[src/rtl/rfi_pkg.sv]
// package: register layouts, reset values and codes of the fault-inject and status record
package rfi_pkg;
  // record select window and register indices
  localparam logic [1:0] RFI_SEL_RECORD0 = 2'h0;
  localparam logic [1:0] RFI_IDX_CTRL = 2'h0;
  localparam logic [1:0] RFI_IDX_FEAT = 2'h1;
  localparam logic [1:0] RFI_IDX_STATUS = 2'h2;
  localparam logic [1:0] RFI_IDX_COUNT = 2'h3;
  // reset values
  localparam logic [31:0] RFI_CTRL_RESET = 32'h00000000;
  localparam logic [31:0] RFI_FEAT_VALUE = 32'hC0000062;
  localparam logic [31:0] RFI_STATUS_RESET = 32'h00000000;
  localparam logic [31:0] RFI_COUNT_RESET = 32'h00000000;
  // control field positions
  localparam int RFI_CTL_CDN_EN = 31;
  localparam int RFI_CTL_RESTART = 30;
  localparam int RFI_CTL_CE_HI = 7;
  localparam int RFI_CTL_CE_LO = 6;
  localparam int RFI_CTL_DEFER = 5;
  localparam int RFI_CTL_LATENT = 4;
  localparam int RFI_CTL_SIGNALED = 3;
  localparam int RFI_CTL_UNRECOV = 2;
  localparam int RFI_CTL_UC = 1;
  localparam int RFI_CTL_OVF = 0;
  // writable control bits; latent, signaled and unrecoverable stay zero
  localparam logic [31:0] RFI_CTRL_WMASK = 32'hC00000E3;
  // status field positions
  localparam int RFI_ST_ADDR_V = 31;
  localparam int RFI_ST_VALID = 30;
  localparam int RFI_ST_UE = 29;
  localparam int RFI_ST_ABORT = 28;
  localparam int RFI_ST_OVF = 27;
  localparam int RFI_ST_MISC_V = 26;
  localparam int RFI_ST_CE_HI = 25;
  localparam int RFI_ST_CE_LO = 24;
  localparam int RFI_ST_DEFER = 23;
  localparam int RFI_ST_POISON = 22;
  localparam int RFI_ST_UET_HI = 21;
  localparam int RFI_ST_UET_LO = 20;
  localparam int RFI_ST_PRIMARY_ERROR_CODE_HI = 4;
  localparam int RFI_ST_PRIMARY_ERROR_CODE_LO = 0;
  localparam logic [1:0] RFI_CE_NONE = 2'h0;
  localparam logic [1:0] RFI_CE_SEEN = 2'h2;
  localparam logic [1:0] RFI_UET_UNCONTAINABLE = 2'h0;
  // primary error codes
  localparam logic [4:0] RFI_PRIMARY_ERROR_CODE_NONE = 5'h00;
  localparam logic [4:0] RFI_PRIMARY_ERROR_CODE_IMPDEF = 5'h01;
  localparam logic [4:0] RFI_PRIMARY_ERROR_CODE_BUF_ECC = 5'h02;
  localparam logic [4:0] RFI_PRIMARY_ERROR_CODE_INJ_TAG = 5'h05;
  localparam logic [4:0] RFI_PRIMARY_ERROR_CODE_DATA_ECC = 5'h06;
  localparam logic [4:0] RFI_PRIMARY_ERROR_CODE_TAG_ECC = 5'h07;
  localparam logic [4:0] RFI_PRIMARY_ERROR_CODE_TLB_PAR = 5'h08;
  localparam logic [4:0] RFI_PRIMARY_ERROR_CODE_COPYBACK = 5'h12;
  localparam logic [4:0] RFI_PRIMARY_ERROR_CODE_DEFER_UNSUP = 5'h15;
  // error class of an incoming or injected error
  typedef enum logic [2:0] {
    RFI_CLS_CORRECTED = 3'b001,
    RFI_CLS_DEFERRED = 3'b010,
    RFI_CLS_UNCORRECTED = 3'b100
  } rfi_class_t;
  // counter states, one-hot
  typedef enum logic [2:0] {
    RFI_CNT_IDLE = 3'b001,
    RFI_CNT_RUN = 3'b010,
    RFI_CNT_DONE = 3'b100
  } rfi_cnt_state_t;
endpackage

[src/rtl/rfi_trig_if.sv]
// interface: link between the register record and the error generation counter
`timescale 1ns/1ps
interface rfi_trig_if;
  logic enable;
  logic restart;
  logic load;
  logic [31:0] reload;
  logic fire;
  logic [31:0] count;
  modport rec (output enable, output restart, output load, output reload, input fire, input count);
  modport cnt (input enable, input restart, input load, input reload, output fire, output count);
endinterface

[src/rtl/rfi_counter.sv]
// module: error generation countdown counter
`timescale 1ns/1ps
module rfi_counter
  import rfi_pkg::*;
(
  input wire logic sys_clk,
  input wire logic nrst,
  input wire logic clk_en,
  input wire logic err_recovery_rst,
  rfi_trig_if.cnt trig
);
  import rfi_pkg::*;

  rfi_cnt_state_t state_reg, state_next;
  logic [31:0] count_reg, count_next;
  logic fire_reg, fire_next;

  always_comb begin
    state_next = state_reg;
    count_next = count_reg;
    fire_next = 1'b0;
    case (state_reg)
      RFI_CNT_IDLE: begin
        // load comes with the enabling write, one cycle before enable shows
        if (trig.load) begin
          count_next = trig.reload;
          state_next = RFI_CNT_RUN;
        end
      end
      RFI_CNT_RUN: begin
        if (!trig.enable) begin
          state_next = RFI_CNT_IDLE;
        end else if (count_reg == 32'h00000000 || count_reg == 32'h00000001) begin
          fire_next = 1'b1;
          count_next = 32'h00000000;
          if (trig.restart) begin
            count_next = trig.reload;
          end else begin
            state_next = RFI_CNT_DONE;
          end
        end else begin
          count_next = count_reg - 32'h00000001;
        end
      end
      RFI_CNT_DONE: begin
        // stopped at zero until enable is cleared
        if (!trig.enable || trig.load) begin
          state_next = RFI_CNT_IDLE;
        end
      end
      default: begin
        state_next = RFI_CNT_IDLE;
      end
    endcase
  end

  always_ff @(posedge sys_clk) begin
    if (!nrst || err_recovery_rst) begin
      state_reg <= RFI_CNT_IDLE;
      count_reg <= RFI_COUNT_RESET;
      fire_reg <= 1'b0;
    end else if (clk_en) begin
      state_reg <= state_next;
      count_reg <= count_next;
      fire_reg <= fire_next;
    end
  end

  assign trig.fire = fire_reg & clk_en;
  assign trig.count = count_reg;
endmodule // rfi_counter

[src/rtl/rfi_record.sv]
// module: error record with pseudo-fault injection control, features and primary status
`timescale 1ns/1ps
module rfi_record
  import rfi_pkg::*;
(
  input wire logic sys_clk,
  input wire logic nrst,
  input wire logic clk_en,
  input wire logic err_recovery_rst,
  input wire logic [1:0] record_select,
  input wire logic [1:0] reg_index,
  input wire logic reg_wr,
  input wire logic [31:0] reg_wdata,
  output logic [31:0] reg_rdata,
  input wire logic err_valid,
  input wire rfi_pkg::rfi_class_t err_class,
  input wire logic [4:0] err_code,
  input wire logic [63:0] err_addr,
  input wire logic err_addr_ok,
  input wire logic err_abort,
  input wire logic err_misc,
  input wire logic inject_data_side,
  input wire logic inject_addr_ok,
  input wire logic [63:0] inject_addr,
  input wire logic recovery_irq_en,
  output logic recovery_irq,
  output logic inject_fire,
  output logic [63:0] fault_address,
  output logic [31:0] misc_syndrome
);
  import rfi_pkg::*;

  // ****************************************
  // register access
  // ****************************************
  logic [31:0] ctrl_reg, ctrl_next;
  logic [31:0] cdn_reg, cdn_next;
  logic [31:0] status_reg, status_next;
  logic [63:0] addr_reg, addr_next;
  logic [31:0] misc_reg, misc_next;
  logic sel_ok;
  logic wr_ctrl, wr_status, wr_cdn;
  rfi_trig_if trig();

  assign sel_ok = (record_select == RFI_SEL_RECORD0);
  assign wr_ctrl = clk_en && reg_wr && sel_ok && reg_index == RFI_IDX_CTRL;
  assign wr_status = clk_en && reg_wr && sel_ok && reg_index == RFI_IDX_STATUS;
  assign wr_cdn = clk_en && reg_wr && sel_ok && reg_index == RFI_IDX_COUNT;

  // ****************************************
  // injection decode
  // ****************************************
  logic inj_any, inj_ce, inj_de, inj_uc;
  assign inj_ce = ctrl_reg[RFI_CTL_CE_HI:RFI_CTL_CE_LO] != 2'h0;
  assign inj_de = ctrl_reg[RFI_CTL_DEFER];
  assign inj_uc = ctrl_reg[RFI_CTL_UC];
  assign inj_any = trig.fire && (inj_ce || inj_de || inj_uc);

  // priority of an error class: uncorrected above deferred above corrected
  function automatic logic [1:0] class_rank(input logic ue, input logic de, input logic ce);
    class_rank = ue ? 2'h3 : (de ? 2'h2 : (ce ? 2'h1 : 2'h0));
  endfunction

  always_comb begin
    ctrl_next = ctrl_reg;
    cdn_next = cdn_reg;
    status_next = status_reg;
    addr_next = addr_reg;
    misc_next = misc_reg;
    trig.load = 1'b0;
    if (wr_ctrl) begin
      ctrl_next = reg_wdata & RFI_CTRL_WMASK;
      // a rising enable copies the countdown value in
      trig.load = reg_wdata[RFI_CTL_CDN_EN] && !ctrl_reg[RFI_CTL_CDN_EN];
    end
    if (wr_cdn) begin
      cdn_next = reg_wdata;
    end
    // software clears status bits by writing one
    if (wr_status) begin
      status_next = status_reg & ~reg_wdata;
      if (reg_wdata[RFI_ST_CE_HI]) begin
        status_next[RFI_ST_CE_HI:RFI_ST_CE_LO] = RFI_CE_NONE;
      end
    end
    // new events win over a clear in the same cycle
    if (clk_en && err_valid) begin
      record_event(err_class == RFI_CLS_UNCORRECTED, err_class == RFI_CLS_DEFERRED,
        err_class == RFI_CLS_CORRECTED, err_code, err_addr_ok, err_addr, err_abort, err_misc, 1'b0);
    end else if (clk_en && inj_any) begin
      record_event(inj_uc, inj_de && !inj_uc, inj_ce && !inj_uc && !inj_de,
        inject_data_side ? RFI_PRIMARY_ERROR_CODE_DATA_ECC : RFI_PRIMARY_ERROR_CODE_INJ_TAG, inject_addr_ok, inject_addr,
        1'b0, 1'b1, 1'b1);
    end
    status_next[RFI_ST_POISON] = 1'b0;
    status_next[RFI_ST_UET_HI:RFI_ST_UET_LO] = RFI_UET_UNCONTAINABLE;
    status_next[19:5] = 15'h0000;
  end

  // ****************************************
  // recording of one error
  // ****************************************
  task automatic record_event(input logic ue, input logic de, input logic ce, input logic [4:0] code,
    input logic aok, input logic [63:0] addr, input logic abort, input logic misc, input logic inj);
    logic [1:0] old_rank;
    logic [1:0] new_rank;
    old_rank = class_rank(status_next[RFI_ST_UE], status_next[RFI_ST_DEFER],
      status_next[RFI_ST_CE_HI]);
    new_rank = class_rank(ue, de, ce);
    if (status_next[RFI_ST_VALID] && new_rank <= old_rank) begin
      status_next[RFI_ST_OVF] = 1'b1;
    end
    if (inj) begin
      status_next[RFI_ST_OVF] = ctrl_reg[RFI_CTL_OVF];
    end
    status_next[RFI_ST_VALID] = 1'b1;
    if (ue) begin
      status_next[RFI_ST_UE] = 1'b1;
    end
    if (de) begin
      status_next[RFI_ST_DEFER] = 1'b1;
    end
    if (ce) begin
      status_next[RFI_ST_CE_HI:RFI_ST_CE_LO] = RFI_CE_SEEN;
    end
    if (abort) begin
      status_next[RFI_ST_ABORT] = 1'b1;
    end
    // only the first error, a higher-priority error or an injected one owns code, address and syndrome
    if (!status_reg[RFI_ST_VALID] || new_rank > old_rank || inj) begin
      status_next[RFI_ST_PRIMARY_ERROR_CODE_HI:RFI_ST_PRIMARY_ERROR_CODE_LO] = code;
      if (aok) begin
        addr_next = addr;
        status_next[RFI_ST_ADDR_V] = 1'b1;
      end else if (!inj) begin
        status_next[RFI_ST_ADDR_V] = 1'b0;
      end
      if (misc) begin
        misc_next = {27'h0000000, code};
        status_next[RFI_ST_MISC_V] = 1'b1;
      end
    end
  endtask

  always_ff @(posedge sys_clk) begin
    if (!nrst) begin
      ctrl_reg <= RFI_CTRL_RESET;
      cdn_reg <= RFI_COUNT_RESET;
      status_reg <= RFI_STATUS_RESET;
      addr_reg <= 64'h0000000000000000;
      misc_reg <= 32'h00000000;
    end else if (err_recovery_rst) begin
      // control keeps all fields except the countdown enable across error recovery, counter stops
      ctrl_reg <= ctrl_reg & ~(32'h1 << RFI_CTL_CDN_EN);
      status_reg <= RFI_STATUS_RESET;
    end else begin
      ctrl_reg <= ctrl_next;
      cdn_reg <= cdn_next;
      status_reg <= status_next;
      addr_reg <= addr_next;
      misc_reg <= misc_next;
    end
  end

  // ****************************************
  // counter and outputs
  // ****************************************
  assign trig.enable = ctrl_reg[RFI_CTL_CDN_EN];
  assign trig.restart = ctrl_reg[RFI_CTL_RESTART];
  assign trig.reload = cdn_reg;

  rfi_counter u_counter (
    .sys_clk(sys_clk),
    .nrst(nrst),
    .clk_en(clk_en),
    .err_recovery_rst(err_recovery_rst),
    .trig(trig)
  );

  always_comb begin
    reg_rdata = 32'h00000000;
    if (sel_ok) begin
      case (reg_index)
        RFI_IDX_CTRL: reg_rdata = ctrl_reg;
        RFI_IDX_FEAT: reg_rdata = RFI_FEAT_VALUE;
        RFI_IDX_STATUS: reg_rdata = status_reg;
        RFI_IDX_COUNT: reg_rdata = cdn_reg;
        default: reg_rdata = 32'h00000000;
      endcase
    end
  end

  // level until software or an error recovery reset clears the uncorrected flag
  assign recovery_irq = recovery_irq_en && status_reg[RFI_ST_UE];
  assign inject_fire = inj_any;
  assign fault_address = addr_reg;
  assign misc_syndrome = misc_reg;
endmodule // rfi_record

[config.mk]
export PLATFORM = sky130hd
export DESIGN_NAME = rfi_record
export DESIGN_NICKNAME = d
export VERILOG_FILES = /design/src/rtl/rfi_pkg.sv /design/src/rtl/rfi_trig_if.sv /design/src/rtl/rfi_counter.sv /design/src/rtl/rfi_record.sv
export SDC_FILE = /design/constraint.sdc
export NUM_CORES = 1
export LEC_CHECK = 0
export BUFFER_PORTS_ARGS = -buffer_cell sky130_fd_sc_hd__buf_2
export CAP_MARGIN = 30
export CORE_MARGIN = 1.5
export CORE_UTILIZATION = 54
export DETAILED_ROUTE_END_ITERATION = 6
export PLACE_DENSITY = 0.87
export SLEW_MARGIN = 25
export SYNTH_ARGS = -nofsm -noshare
export SYNTH_HDL_FRONTEND = slang
export SYNTH_SLANG_ARGS = --single-unit
[constraint.sdc]
create_clock -name sys_clk -period 6.3 [get_ports sys_clk]
set_input_delay 0.945 -clock sys_clk [delete_from_list [all_inputs] [get_ports sys_clk]]
set_output_delay 0.945 -clock sys_clk [all_outputs]
set_load 0.05 [all_outputs]
==> Word-level counts from Yosys, hierarchy flattened <==
Cells that the tools add are included.
{ "totals": {"register_bits": 203, "input_bits": 184, "word_cells": 131} }
{ "op_classes": {"bitwise_logic": 5, "n_eq_ne": 18, "magnitude_cmp": 2, "n_reduce_logical": 39, "mux": 56, "n_addsub": 1} }
{ "op_table": {"columns": ["operator", "count"], "rows": [
  ["$mux 32", 10],
  ["$mux 64", 5],
  ["$pmux 32 s4", 1],
  ["$pmux 32 s2", 1],
  ["$and 32x32->32", 1],
  ["$eq 32x1->1 const B", 1],
  ["$logic_not 32->1", 1],
  ["$not 32->32", 1],
  ["$sub 32x1->32 const B", 1],
  ["$mux 5", 5],
  ["$mux 3", 7],
  ["$mux 1", 18],
  ["$mux 2", 8],
  ["$logic_and 1x1->1", 14],
  ["$reduce_and 5->1", 2],
  ["$pmux 3 s3", 1],
  ["$reduce_and 4->1", 2],
  ["$reduce_bool 2->1", 4],
  ["$eq 3x1->1 const B", 2],
  ["$eq 3x2->1 const B", 2],
  ["$eq 3x3->1 const B", 2],
  ["$logic_or 1x1->1", 6],
  ["$ne 2x1->1 const B", 3],
  ["$ne 2x2->1 const B", 3],
  ["other kinds (12)", 20]
]} }

==> Longest topological paths before layout <==
{ "logic_depth": {"ltp_word": 11, "depth_mapped": 16, "mapped_depth_nobuf": 13} }

==> By module <==
Synthesis repeated with hierarchy kept, for this count alone.
{ "hier_totals": {"hier_cells": 1032, "area_unflattened_um2": 8642.0} }
{ "modules_own_cells": {"columns": ["module", "seq_area_each_um2", "n_inst", "cells_each", "area_per_inst_um2"], "rows": [
  ["rfi_record", 2442.3, 1, 746, 6257.3],
  ["rfi_counter", 720.7, 1, 286, 2384.8]
]} }

==> Worst setup path after synthesis <==
OpenSTA, ideal clock, no wires.
{ "synth_timing": {"path_type": "input port to flip-flop", "startpoint": "input reg_index[1]", "endpoint": "register addr_reg[39], in the netlist fault_address[39]", "arrival_ns": 4.005, "slack_ns": 2.179, "cell_stages": 15, "required_ns": 6.184, "n_path_buf": 4, "setup_time_ns": 0.116, "cell_sequence": "clkbuf_1 -> inv_1 -> nor3_1 -> clkbuf_1 -> nand2_1 -> nand2_1 -> o21ai_0 -> ha_1 -> nand2_1 -> o21a_1 -> o31ai_1 -> nor3_1 -> clkbuf_1 -> clkbuf_1 -> o211a_1"} }
{ "synth_via": {"elab_chain_len": 10} }
{ "synth_rtl": {"columns": ["item", "line_no", "text"], "rows": [
  ["start, declared", "rfi_record.sv:11", "input wire logic [1:0] reg_index,"],
  ["$eq 2x2->1 (*)", "rfi_record.sv:47", "assign wr_status = clk_en && reg_wr && sel_ok && reg_index == RFI_IDX_STATUS;"],
  ["$logic_and 1x1->1 (*)", "rfi_record.sv:47", null],
  ["$mux 32 (*)", "rfi_record.sv:80", "if (wr_status) begin"],
  ["$mux 1", null, null],
  ["$mux 2", null, null],
  ["$mux 2 (*)", null, null],
  ["$gt 2x2->1 (*)", "rfi_record.sv:130", "if (!status_reg[RFI_ST_VALID] || new_rank > old_rank || inj) begin"],
  ["$logic_or 1x1->1 (*)", "rfi_record.sv:130", null],
  ["$ne 2x1->1 (no source line) (*)", null, null],
  ["$reduce_and 5->1 (no source line) (*)", null, null],
  ["end signal, assigned", "rfi_record.sv:160", "addr_reg <= addr_next;"],
  ["end, declared", "rfi_record.sv:39", "logic [63:0] addr_reg, addr_next;"]
]} }
Mark *: on every way between the ends. The rest lies on a longest branch, timed or not.
A chain may end at the register's enable or synchronous reset.

==> Worst setup path in the final report <==
{ "layout_timing": {"startpoint": "input record_select[1]", "endpoint": "register addr_reg[45], in the netlist fault_address[45]"} }
{ "layout_via": {"elab_chain_len": 11} }
{ "layout_rtl": {"columns": ["item", "line_no", "text"], "rows": [
  ["start, declared", "rfi_record.sv:10", "input wire logic [1:0] record_select,"],
  ["$logic_not 2->1 (*)", "rfi_record.sv:45", "assign sel_ok = (record_select == RFI_SEL_RECORD0);"],
  ["$logic_and 1x1->1 (*) (2 in series)", "rfi_record.sv:47", null],
  ["$mux 32 (*)", "rfi_record.sv:80", null],
  ["$mux 1", null, null],
  ["$mux 2", null, null],
  ["$mux 2 (*)", null, null],
  ["$gt 2x2->1 (*)", "rfi_record.sv:130", null],
  ["$logic_or 1x1->1 (*)", "rfi_record.sv:130", null],
  ["$ne 2x1->1 (no source line) (*)", null, null],
  ["$reduce_and 5->1 (no source line) (*)", null, null]
]} }
Marked as above.

==> metrics <==
status complete, but fails checks; failing checks DRC; largest net degree at the start of global routing 129; worst stage delay on the critical path 610 ps; initial antenna violation count 7; final setup TNS 0 ps; relative slew slack 39.2%; CTS tree yes; HPWL reported at the end of detailed placement 19.4 mm; crit end category flop; Cells after Synth 1050; Die H 127 µm; cell taking the most area after synthesis dfxtp_1; Root Driver clkbuf_16; Finished Layout Cells 1497; switching power 669 µW; Synth Warn # 0; combinational fraction of design power 12.8%; final hold viol count 0; IO Pins 314; RSZ-0062 raised after global routing no; Mapped Area 8280 µm²; Initial Util 54.9%; CTS Hold Buffers Added 0; WL final 27.2 mm; CP endpoint fault_address[45]; top_reg_cell synth dfxtp_1; Post CTS Setup Buffer Count 0; Max IR drop VDD 196 µV; Slowest cell on crit path o31ai_2; routed len/inst 18.2 µm; Pre-antenna DRT Iters 7; critical path startpoint record_select[1]; cell with the most instances after synthesis nand2_1; Pint 1770 µW; Iter 0 DRT Violations 1027; total CTS buffers 17; share of layout cells above drive strength 1 28.0%; Hold Path Class flop to flop; Core ar. 15100 µm²; fraction of the cycle the final worst path needs 65.8%; Final Critical Period 4150 ps; first-pass GRT wire length 42.0 mm; Yosys reg bits 158; switching portion of total power 27.5%; Synth area leaders dfxtp_1 38%, nand2_1 12%, o211a_1 8.1%, nand3_1 5.3%, a21boi_0 3.3%; clock sink total 158; PnR worst setup slack 2150 ps; power density cells 236 nW/µm²; CP Max Fanout 128; synth unique cells 69; DP Worst Slack 1570 ps; kind of critical path primary input to flop; post-CTS sizing 0; GPL Wtd Cong 0.942; maxcap violations 0; fmax 241 MHz; routed vias/inst 5.91; top-area cell type share of the netlist area 38.2%; critical path cell sequence buf_2, nor2_1, nand3_1, nor3_1, buf_4, a21boi_0, a21oi_1, ha_1, nor2b_1, o21a_1, o31ai_2, nor3_2, buf_6, o211a_1; FP Rows 45; Layout Utilization 68.5%; Clock power frac 45.0%; WP buf/inv 3; Critical Path Start Type primary input; GRT Total Usage 33.0%; P_leak 0.00528 µW; Hold WS 474 ps; Flop pwr share 42.2%; Async S/R FF share, synth 0%; vias 8843; Worst R2R Path Depth 10; clock buffer depth 2; grt total ovfl 0; Die ar. 16100 µm²; Port Buf Inserts 286; drc violations 1; max-slew violations 0; number of flops mapped to enable cells by yosys 0; cell family with most CP delay compound AO/OA/AOI/OAI gates; WP depth 14; reg2reg setup slack 3390 ps; Setup Viol. Count Final 0; max reg flops 64; Arr. time, crit path 4480 ps; via count of the first global-routing pass 8220; leading cell types by count after synthesis 257 x nand2_1, 158 x dfxtp_1, 88 x nand3_1; Synth-to-Final Area Change 24.8%; Syn Area/Cell 7.89 µm²; clk_skew 9.77 ps; depth of the CTS H-tree 4; Critical R2R Capture fault_address[1]; Seq/Total Area, Yosys 38.2%; Skew-Pair Late Insertion Delay 440 ps; worst path required time 6630 ps; Worst-Margin Slew 908 ps; Die W 127 µm; Clock Pin Slew Worst Setup and Hold Paths 60 ps; post-placement cell count 1460; post-route ant nets 0; Critical R2R Launch status_reg[23]; Final nets 1480
cell type report:
type                    count  area (µm²)
clock inverters            13         175
diodes                      5        12.5
repair buffers            299        1550
multi-input cells         808        4730
well taps                 188         235
clock buffers              19         453
inverters                   7        26.3
flip-flops and latches    158        3160
fillers                  1262        4750
routing by layer:
layer  vias up  track usage [%]  routed length (µm)
li1       4153                -                   -
met1      4145             38.9               10400
met2       464             54.3               13200
met3        81             9.45                2440
met4         0             18.1                1160
met5         -                0                   0
metrics by stage:
| step | area (µm²) | total power, µW |
|---|---|---|
| after floorplan | 8380 | 1260 |
| after global placement | 9660 | 1350 |
| after detailed placement | 9690 | 1360 |
| after CTS | 10300 | 2440 |
| after global routing | 10300 | 2510 |
| final | 10300 | 2440 |
cell usage in the layout (no fill, tap or decap), drive strengths merged, types with 27 or more instances in the layout:
master and n:
dfxtp 158, buf 299, nor2 48, a21oi 33, o211a 67, nand3 88, a21boi 36, o21ai 33
conb 27, nand2 257
worst min path at each step:
| stage | from | end | slack (ps) | cells past startpoint |
|---|---|---|---|---|
| after floorplan | status_reg[1] | status_reg[1] | 430 | 2 |
| after global placement | status_reg[1] | status_reg[1] | 450 | 2 |
| after detailed placement | status_reg[1] | status_reg[1] | 460 | 2 |
| after CTS | status_reg[1] | status_reg[1] | 470 | 2 |
| final | status_reg[3] | status_reg[3] | 470 | 2 |
| after global routing | status_reg[3] | status_reg[3] | 490 | 2 |
cell families after synthesis:
kind of cell,share of synthesized area [%]
flops,38.2
other cells,0.0453
mux,3.56
compound gates,21.5
buf+inv,6.37
simple gates,28.9
xor+xnor,0.740
fa+ha+maj,0.755
tightest hold or removal path: stages, from the launching register on:
cell,delay (ps)
dfxtp_1,310
nand3_1,60
a21oi_1,60
power by group through the flow:
stage                     Sequential, µW  Clock (µW)  Combinational, µW
final                               1030        1100                311
after global routing                1030        1150                331
after CTS                           1030        1110                309
after detailed placement            1050           0                306
after global placement              1050           0                302
after floorplan                     1110           0                152
(Power assumes the default switching activity.)
